`config.mk`:
```
export PLATFORM = sky130hd
export DESIGN_NAME = irq_enable_priority_slice
export DESIGN_NICKNAME = d
export VERILOG_FILES = /design/src/irq_slice_pkg.sv /design/src/irq_enable_priority_slice.sv /design/src/irq_prio_reg.sv
export VERILOG_INCLUDE_DIRS = /design/src
export SDC_FILE = /design/constraint.sdc
export NUM_CORES = 1
export LEC_CHECK = 0
export ABC_AREA = 1
export BUFFER_PORTS_ARGS = -buffer_cell sky130_fd_sc_hd__buf_2
export CORE_UTILIZATION = 56
export DETAILED_ROUTE_END_ITERATION = 6
export GPL_ROUTABILITY_DRIVEN = 0
export PLACE_DENSITY = 0.85
export SYNTH_ARGS = -nofsm -noshare
export SYNTH_HDL_FRONTEND = slang
export SYNTH_HIERARCHICAL = 1
export SYNTH_SLANG_ARGS = --single-unit
```
`constraint.sdc`:
```
create_clock -name clk -period 2.87 [get_ports clk]
set_input_delay 0.4305 -clock clk [delete_from_list [all_inputs] [get_ports clk]]
set_output_delay 0.4305 -clock clk [all_outputs]
set_load 0.05 [all_outputs]
```
`src/irq_slice_params.svh`:
```
// Register offsets, field positions and reset values of the enable/priority slice
`ifndef IRQ_SLICE_PARAMS_SVH
`define IRQ_SLICE_PARAMS_SVH

`define IRQS_ADDR_W 8
`define IRQS_OFF_ENABLE 8'h00
`define IRQS_OFF_PRIO0 8'h04
`define IRQS_OFF_PRIO1 8'h08
`define IRQS_OFF_PRIO2 8'h0c
`define IRQS_OFF_STATUS 8'h10
`define IRQS_OFF_MASK 8'h14

`define IRQS_ENABLE_W 13
`define IRQS_SRC_A 13
`define IRQS_SRC_B 12
`define IRQS_STAT_W 25
`define IRQS_PRIO_BANKS 3
`define IRQS_FIELDS 4
`define IRQS_FIELD_W 3
`define IRQS_FIELD_STRIDE 4

`define IRQS_RST_ENABLE 13'h0000
`define IRQS_RST_PRIO 16'h0000
`define IRQS_RST_STAT 25'h0000000
`define IRQS_PRIO_MASK 16'h7777
`define IRQS_PRIO_GAPS 32'hffff8888
`define IRQS_ENABLE_GAPS 32'hffffe000

`endif

```
`src/irq_slice_pkg.sv`:
```
// Types shared by the enable/priority slice
package irq_slice_pkg;
	typedef logic [2:0] level_t;

	typedef struct packed {
		logic req;
		level_t level;
	} core_req_s;
endpackage : irq_slice_pkg

```
`src/irq_enable_priority_slice.sv`:
```
// Interrupt enable bank two, priority banks zero to two, APB register slave
//
// Added by the designer: the APB register port and the address map.
`timescale 1ns/1ps
`include "irq_slice_params.svh"
module irq_enable_priority_slice (
	input wire logic clk,
	input wire logic sys_rst,
	input wire logic psel,
	input wire logic penable,
	input wire logic pwrite,
	input wire logic [`IRQS_ADDR_W-1:0] paddr,
	input wire logic [31:0] pwdata,
	output logic [31:0] prdata,
	output logic pready,
	output logic pslverr,
	input wire logic [`IRQS_SRC_A-1:0] eventA,
	input wire irq_slice_pkg::level_t [`IRQS_SRC_A-1:0] extLevelA,
	input wire logic [`IRQS_SRC_B-1:0] eventB,
	input wire logic [`IRQS_SRC_B-1:0] extEnableB,
	output irq_slice_pkg::core_req_s [`IRQS_SRC_A-1:0] coreReqA,
	output irq_slice_pkg::core_req_s [`IRQS_SRC_B-1:0] coreReqB,
	output logic irq
);
	logic [`IRQS_ENABLE_W-1:0] enable_reg;
	logic [`IRQS_ENABLE_W-1:0] enable_next;
	logic [`IRQS_STAT_W-1:0] flag_reg;
	logic [`IRQS_STAT_W-1:0] flag_next;
	logic [`IRQS_STAT_W-1:0] mask_reg;
	logic [`IRQS_STAT_W-1:0] mask_next;
	logic [31:0] prdata_next;
	logic pready_next;
	logic pslverr_next;
	logic irq_next;
	irq_slice_pkg::core_req_s [`IRQS_SRC_A-1:0] coreReqA_next;
	irq_slice_pkg::core_req_s [`IRQS_SRC_B-1:0] coreReqB_next;

	logic access;
	logic wrDone;
	logic rdDone;
	logic hitEnable;
	logic hitStatus;
	logic hitMask;
	logic [`IRQS_PRIO_BANKS-1:0] hitPrio;
	logic mapped;
	logic [31:0] readMux;
	logic [`IRQS_STAT_W-1:0] statusClear;
	logic [`IRQS_STAT_W-1:0] eventAll;
	logic [`IRQS_SRC_A-1:0] reqSeenA;
	logic [`IRQS_SRC_B-1:0] reqSeenB;

	logic [15:0] bankValue [`IRQS_PRIO_BANKS];
	irq_slice_pkg::level_t [3:0] bankLevels [`IRQS_PRIO_BANKS];
	irq_slice_pkg::level_t [`IRQS_SRC_B-1:0] levelB;

	// Bus decode: the access phase always lasts two cycles
	assign access = psel & penable;
	assign wrDone = access & pready & pwrite;
	assign rdDone = access & pready & ~pwrite;
	assign hitEnable = (paddr == `IRQS_OFF_ENABLE);
	assign hitPrio[0] = (paddr == `IRQS_OFF_PRIO0);
	assign hitPrio[1] = (paddr == `IRQS_OFF_PRIO1);
	assign hitPrio[2] = (paddr == `IRQS_OFF_PRIO2);
	assign hitStatus = (paddr == `IRQS_OFF_STATUS);
	assign hitMask = (paddr == `IRQS_OFF_MASK);
	assign mapped = hitEnable | (|hitPrio) | hitStatus | hitMask;
	assign eventAll = {eventB, eventA};

	always_comb begin
		readMux = 32'h0;
		unique case (1'b1)
			hitEnable: readMux = {19'h0, enable_reg};
			hitPrio[0]: readMux = {16'h0, bankValue[0]};
			hitPrio[1]: readMux = {16'h0, bankValue[1]};
			hitPrio[2]: readMux = {16'h0, bankValue[2]};
			hitStatus: readMux = {7'h0, flag_reg};
			hitMask: readMux = {7'h0, mask_reg};
			default: readMux = 32'h0;
		endcase
	end

	always_comb begin
		pready_next = access & ~pready;
		prdata_next = 32'h0;
		pslverr_next = 1'b0;
		// Data are captured one cycle ahead so prdata comes from a flop
		if (access && !pready) begin
			prdata_next = pwrite ? 32'h0 : readMux;
			pslverr_next = ~mapped;
		end
	end

	always_ff @(posedge clk) begin
		if (sys_rst) begin
			prdata <= 32'h0;
			pready <= 1'b0;
			pslverr <= 1'b0;
		end else begin
			prdata <= prdata_next;
			pready <= pready_next;
			pslverr <= pslverr_next;
		end
	end

	// Only bits already returned on prdata are cleared, so a flag raised
	// after the snapshot survives the read
	assign statusClear = (rdDone && hitStatus) ?
		prdata[`IRQS_STAT_W-1:0] : `IRQS_RST_STAT;

	always_comb begin
		enable_next = enable_reg;
		mask_next = mask_reg;
		if (wrDone && hitEnable) begin
			enable_next = pwdata[`IRQS_ENABLE_W-1:0];
		end
		if (wrDone && hitMask) begin
			mask_next = pwdata[`IRQS_STAT_W-1:0];
		end
		flag_next = (flag_reg & ~statusClear) | eventAll;
	end

	always_ff @(posedge clk) begin
		if (sys_rst) begin
			enable_reg <= `IRQS_RST_ENABLE;
			mask_reg <= `IRQS_RST_STAT;
			flag_reg <= `IRQS_RST_STAT;
		end else begin
			enable_reg <= enable_next;
			mask_reg <= mask_next;
			flag_reg <= flag_next;
		end
	end

	genvar b;
	generate
		for (b = 0; b < `IRQS_PRIO_BANKS; b++) begin : g_bank
			irq_prio_reg u_prio (
				.clk(clk),
				.sys_rst(sys_rst),
				.wrEn(wrDone & hitPrio[b]),
				.wrData(pwdata[15:0]),
				.value(bankValue[b]),
				.levels(bankLevels[b])
			);
		end
	endgenerate

	// Bank b field f serves source index 4*b+f of group B
	genvar s;
	generate
		for (s = 0; s < `IRQS_SRC_B; s++) begin : g_lvl
			assign levelB[s] = bankLevels[s/4][s%4];
		end
	endgenerate

	genvar i;
	generate
		for (i = 0; i < `IRQS_SRC_A; i++) begin : g_req_a
			assign coreReqA_next[i].req = flag_reg[i] & enable_reg[i];
			assign coreReqA_next[i].level = extLevelA[i];
			assign reqSeenA[i] = coreReqA[i].req;
		end
		for (i = 0; i < `IRQS_SRC_B; i++) begin : g_req_b
			assign coreReqB_next[i].req =
				flag_reg[`IRQS_SRC_A+i] & extEnableB[i];
			assign coreReqB_next[i].level = levelB[i];
			assign reqSeenB[i] = coreReqB[i].req;
		end
	endgenerate

	assign irq_next = |(flag_reg & mask_reg);

	always_ff @(posedge clk) begin
		if (sys_rst) begin
			coreReqA <= '0;
			coreReqB <= '0;
			irq <= 1'b0;
		end else begin
			coreReqA <= coreReqA_next;
			coreReqB <= coreReqB_next;
			irq <= irq_next;
		end
	end

	a_ready_pulse: assert property (
		@(posedge clk) disable iff (sys_rst)
		pready |=> !pready)
		else $error("ready held past one cycle");

	a_err_unmapped: assert property (
		@(posedge clk) disable iff (sys_rst)
		(pready && !mapped) |-> pslverr)
		else $error("unmapped access without slave error");

	a_rdata_idle: assert property (
		@(posedge clk) disable iff (sys_rst)
		!pready |-> (prdata == 32'h0))
		else $error("read data outside the answer cycle");

	a_enable_blocks: assert property (
		@(posedge clk) disable iff (sys_rst)
		(enable_reg == 13'h0000) |=> (reqSeenA == 13'h0000))
		else $error("request passed a cleared enable");

	a_enable_gaps: assert property (
		@(posedge clk) disable iff (sys_rst)
		(rdDone && hitEnable) |-> ((prdata & `IRQS_ENABLE_GAPS) == 32'h0))
		else $error("enable register upper bits not zero");

	a_enable_write: assert property (
		@(posedge clk) disable iff (sys_rst)
		(wrDone && hitEnable) |=> (enable_reg == $past(pwdata[12:0])))
		else $error("enable write not stored");

	a_enable_hold: assert property (
		@(posedge clk) disable iff (sys_rst)
		!(wrDone && hitEnable) |=> $stable(enable_reg))
		else $error("enable bank changed without a write");

	a_fault_b_bit: assert property (
		@(posedge clk) disable iff (sys_rst)
		(flag_reg[12] && enable_reg[12]) |=> reqSeenA[12])
		else $error("fault B enable does not pass request");

	a_fault_b_block: assert property (
		@(posedge clk) disable iff (sys_rst)
		!enable_reg[12] |=> !reqSeenA[12])
		else $error("fault B request passed a cleared enable");

	a_pwm_bit: assert property (
		@(posedge clk) disable iff (sys_rst)
		(flag_reg[7] && enable_reg[7]) |=> reqSeenA[7])
		else $error("motor PWM enable does not pass request");

	a_pwm_block: assert property (
		@(posedge clk) disable iff (sys_rst)
		!enable_reg[7] |=> !reqSeenA[7])
		else $error("motor PWM request passed a cleared enable");

	a_compare5_bit: assert property (
		@(posedge clk) disable iff (sys_rst)
		(flag_reg[0] && enable_reg[0]) |=> reqSeenA[0])
		else $error("compare 5 enable does not pass request");

	a_level_full: assert property (
		@(posedge clk) disable iff (sys_rst)
		(wrDone && hitPrio[0] && pwdata[15:0] == 16'hffff)
		|=> (bankValue[0] == 16'h7777))
		else $error("priority fields not seven at full write");

	a_prio_gaps: assert property (
		@(posedge clk) disable iff (sys_rst)
		(rdDone && hitPrio != 3'b000)
		|-> ((prdata & `IRQS_PRIO_GAPS) == 32'h0))
		else $error("priority gap bits not zero");

	a_prio_write1: assert property (
		@(posedge clk) disable iff (sys_rst)
		(wrDone && hitPrio[1])
		|=> (bankValue[1] == ($past(pwdata[15:0]) & `IRQS_PRIO_MASK)))
		else $error("priority bank one write not stored");

	a_prio_hold0: assert property (
		@(posedge clk) disable iff (sys_rst)
		!(wrDone && hitPrio[0]) |=> $stable(bankValue[0]))
		else $error("priority bank zero changed without a write");

	a_timer1_field: assert property (
		@(posedge clk) disable iff (sys_rst)
		(wrDone && hitPrio[0]) |=> (levelB[3] == $past(pwdata[14:12])))
		else $error("timer1 level misplaced");

	a_ext0_field: assert property (
		@(posedge clk) disable iff (sys_rst)
		(wrDone && hitPrio[0]) |=> (levelB[0] == $past(pwdata[2:0])))
		else $error("ext irq 0 level misplaced");

	a_timer2_field: assert property (
		@(posedge clk) disable iff (sys_rst)
		(wrDone && hitPrio[1]) |=> (levelB[6] == $past(pwdata[10:8])))
		else $error("timer2 level misplaced");

	a_capture2_field: assert property (
		@(posedge clk) disable iff (sys_rst)
		(wrDone && hitPrio[1]) |=> (levelB[4] == $past(pwdata[2:0])))
		else $error("capture 2 level misplaced");

	a_timer3_field: assert property (
		@(posedge clk) disable iff (sys_rst)
		(wrDone && hitPrio[1]) |=> (levelB[7] == $past(pwdata[14:12])))
		else $error("timer3 level misplaced");

	a_spi_field: assert property (
		@(posedge clk) disable iff (sys_rst)
		(wrDone && hitPrio[2]) |=> (levelB[8] == $past(pwdata[2:0])))
		else $error("SPI port level misplaced");

	a_adc_field: assert property (
		@(posedge clk) disable iff (sys_rst)
		(wrDone && hitPrio[2]) |=> (levelB[11] == $past(pwdata[14:12])))
		else $error("converter done level misplaced");

	a_event_sets: assert property (
		@(posedge clk) disable iff (sys_rst)
		(eventAll != 25'h0)
		|=> ((flag_reg & $past(eventAll)) == $past(eventAll)))
		else $error("event lost from request flag");

	a_status_clear: assert property (
		@(posedge clk) disable iff (sys_rst)
		(rdDone && hitStatus) |=> ((flag_reg
		& $past(prdata[`IRQS_STAT_W-1:0]) & ~$past(eventAll)) == 25'h0))
		else $error("read bits not cleared from status");

	a_flag_sticky: assert property (
		@(posedge clk) disable iff (sys_rst)
		!(rdDone && hitStatus)
		|=> ((flag_reg & $past(flag_reg)) == $past(flag_reg)))
		else $error("request flag dropped without a status read");

	a_flag_source: assert property (
		@(posedge clk) disable iff (sys_rst)
		1'b1 |=> ((flag_reg & ~$past(flag_reg) & ~$past(eventAll))
		== 25'h0))
		else $error("request flag rose without an event");

	a_reset_clear: assert property (
		@(posedge clk)
		sys_rst |=> (enable_reg == 13'h0000 && bankValue[0] == 16'h0000
		&& bankValue[1] == 16'h0000 && bankValue[2] == 16'h0000))
		else $error("reset left enable or priority set");

	a_reset_outputs: assert property (
		@(posedge clk)
		sys_rst |=> (prdata == 32'h0 && !pready && !pslverr && !irq
		&& coreReqA == '0 && coreReqB == '0 && flag_reg == 25'h0))
		else $error("reset left an output or flag set");

	a_req_level: assert property (
		@(posedge clk) disable iff (sys_rst)
		(flag_reg[24] && extEnableB[11])
		|=> (reqSeenB[11] && coreReqB[11].level == $past(levelB[11])))
		else $error("qualified request or level wrong");

	a_level_pass_a: assert property (
		@(posedge clk) disable iff (sys_rst)
		1'b1 |=> (coreReqA[3].level == $past(extLevelA[3])))
		else $error("group A level not forwarded");
endmodule : irq_enable_priority_slice

```
`src/irq_prio_reg.sv`:
```
// One priority register holding four 3-bit level fields
`timescale 1ns/1ps
`include "irq_slice_params.svh"
module irq_prio_reg (
	input wire logic clk,
	input wire logic sys_rst,
	input wire logic wrEn,
	input wire logic [15:0] wrData,
	output logic [15:0] value,
	output irq_slice_pkg::level_t [3:0] levels
);
	logic [15:0] value_reg;
	logic [15:0] value_next;

	always_comb begin
		value_next = value_reg;
		// Gap bits are dropped so they always read back as zero
		if (wrEn) begin
			value_next = wrData & `IRQS_PRIO_MASK;
		end
	end

	always_ff @(posedge clk) begin
		if (sys_rst) begin
			value_reg <= `IRQS_RST_PRIO;
		end else begin
			value_reg <= value_next;
		end
	end

	assign value = value_reg;

	genvar f;
	generate
		for (f = 0; f < `IRQS_FIELDS; f++) begin : g_field
			assign levels[f] =
				value_reg[f*`IRQS_FIELD_STRIDE +: `IRQS_FIELD_W];
		end
	endgenerate
endmodule : irq_prio_reg

```
==> results.json <==
{
  "postCtsSetupRepairBufs": 0,
  "wl_per_cell_um": 14.07,
  "critPathCaptureType": "flip-flop",
  "r2r_start": "pready",
  "cts_hold_buf": 0,
  "viasPerCell": 5.005,
  "power.leakage_nw": 5.274,
  "crit_arrival_ns": 2.28,
  "cts_buffers": 24,
  "fin_util_pct": 68.11,
  "diodes": 0,
  "min_period_over_period_pct": 65.39,
  "cts_tree": "built",
  "yosys_warnings": 6,
  "maxSlewViolCount": 0,
  "vias": 8334,
  "crit_start": "pready",
  "clock_sinks": 227,
  "cts_root_buf": "clkbuf_16",
  "clock_path_buffers": 3,
  "synth_ff_type": "dfxtp_1",
  "num_rows": 46,
  "ys_ff_latch": 227,
  "ff_latch_area_sq_um": 4544,
  "fill_cells": 1314,
  "crit_path_start_kind": "flip-flop",
  "die_w_um": 129.1,
  "tns_ns": 0,
  "synth_area_leaders": "dfxtp_1, nand2_1, nor2_1",
  "skew_ns": 0.005697,
  "area_growth_pct": 19.09,
  "dr.pass1.iters": 5,
  "peakVddDrop_v": 0.0005470,
  "seq_area_frac_synth_pct": 50.20,
  "cts_resized": 0,
  "clock_latency_ns": 0.51,
  "grt_use_total_pct": 27.82,
  "status": "completed",
  "pre_cts_slack_ns": 0.7067,
  "fmax_mhz": 532.8,
  "multi_input_area_sq_um": 3257,
  "grt_pass1_vias": 7465,
  "critPathMaxFanout": 24,
  "rsz0062_at_grt": "false",
  "drtAntennaViolNets": 0,
  "dr.first_iter.drc_count": 772,
  "final_hold_viol_count": 0,
  "antenna_found_initial": 0,
  "synth.largest_area_cell": "dfxtp_1",
  "rr_worst_depth": 8,
  "final_nets": 1555,
  "synth_edf_count": 0,
  "slowest_stage": "nor3_4",
  "crit_top_cell": "nand2_1",
  "clk_pin_slew_worst_paths_ns": 0.06,
  "netlist_area_sq_um": 9052,
  "grt_pass1_wl_um": 36470,
  "portBuffers": 241,
  "largest_register_ff_count": 52,
  "grt_max_degree": 63,
  "slew_headroom_pct": 47.32,
  "min_path_type": "in -> reg",
  "min_path_cells": 3,
  "synth_cells": 1245,
  "htreeDepth": 1,
  "worstPathCellList": "inv_2 > nor3_4 > inv_1 > nor3_2 > buf_4 > nand2_1 > nand2_1 > nor2_1",
  "post-synth-top-count-cell": "nand2_1",
  "fin_crit_ns": 1.877,
  "cp_slowest_stage_delay_ns": 0.45,
  "worst_pin_slew_ns": 0.7894,
  "finalSetupViolCount": 0,
  "die_h_um": 129.1,
  "finalPower_mw": 6.734,
  "synth_top_area_share_pct": 50.20,
  "cp.required_ns": 3.28,
  "critPathKind": "reg -> reg",
  "die_area_sq_um": 16680,
  "wl_um": 23430,
  "core_sq_um": 15830,
  "post_synth.cell_area_avg_sq_um": 7.271,
  "drive_gt1_share_pct": 22.08,
  "cap_violations": 0,
  "async_flop_share_pct": 0,
  "netlist-cell-type-count": 23,
  "io_pins": 256,
  "drc": 0,
  "synthTopCellsByCount": "nand2_1, nor2_1, dfxtp_1, inv_1, nand3_1",
  "hpwl_um": 16120,
  "hp-start": "extLevelA[3]",
  "grt-ovfl-total": 0,
  "p_per_area_nw_per_um2": 624.7,
  "setup_slack_ns": 0.9933,
  "start_util_pct": 57.19
}
-- area by class of cell --
| cell class | count | share of cell area, % |
|---|---|---|
| Clock buffer | 36 | 6.743 |
| Clock inverter | 5 | 0.4875 |
| Sequential cell | 227 | 42.15 |
| Multi-Input combinational cell | 766 | 30.21 |
| Timing Repair Buffer | 259 | 12.47 |
| Inverter | 156 | 5.432 |
| Tap cell | 216 | 2.507 |
-- power breakdown --
part | internal (mW) | leakage [nW] | switching, mW
sequential | 3.21 | 1.85 | 0.0388
clock | 1.83 | 0.383 | 1.19
combinational | 0.128 | 3.04 | 0.334
-- worst max-delay path: cells and delay by family (launching register included) --
kind	cells	cell delay (ns)
flip-flops	1	0.39
buffers and inverters	3	0.57
AND/OR/NAND/NOR	5	0.81
-- worst paths after layout --
path | end | slack [ns]
worst max-delay path | g_bank[0].u_prio/value[1] | 0.99
worst min-delay path | coreReqA[4] | 0.12
worst max register to register | g_bank[0].u_prio/value[1] | 0.99
worst min register to register | coreReqB[25] | 0.44
-- routing by layer --
metal	global-route usage (%)	part of all wire (%)	vias to the layer above
li1	-	-	4073
met1	36.00	40	3737
met2	44.94	45	442
met3	5.491	10	82
met4	12.66	4.3	0
met5	0	0	-
-- per-stage QoR --
| step | hold slack (ns) | cell area [sq um] | cells |
|---|---|---|---|
| detailed placement | 0.4365 | 10000 | 1624 |
| CTS | 0.1102 | 10780 | 1665 |
| global route | 0.1125 | 10780 | 1665 |
| finish | 0.1212 | 10780 | 1665 |
| floorplan | 0.4165 | 9109 | 1260 |
| global placement | 0.4323 | 10000 | 1624 |
-- cell usage in the layout (no fill, tap or decap), types with 2 or more instances in the layout --
master,n
a21oi_1,77
buf_2,240
buf_4,19
clkbuf_1,5
clkbuf_16,25
clkbuf_8,6
clkinv_2,3
conb_1,19
dfxtp_1,227
inv_1,153
inv_2,2
nand2_1,273
nand2_2,2
nand3_1,114
nand3_2,2
nor2_1,245
nor2_2,9
nor2_4,4
nor3_2,4
nor3_4,2
o21ai_0,12
-- kinds of logic after synthesis --
logic type             Yosys count  synth area share, %
buffers and inverters          267                14.78
other                            4               0.1658
and+or+nand+nor                657                29.85
AOI/OAI and AO/OA               90                5.004
DFF                            227                50.20
(Power assumes the default switching activity.)
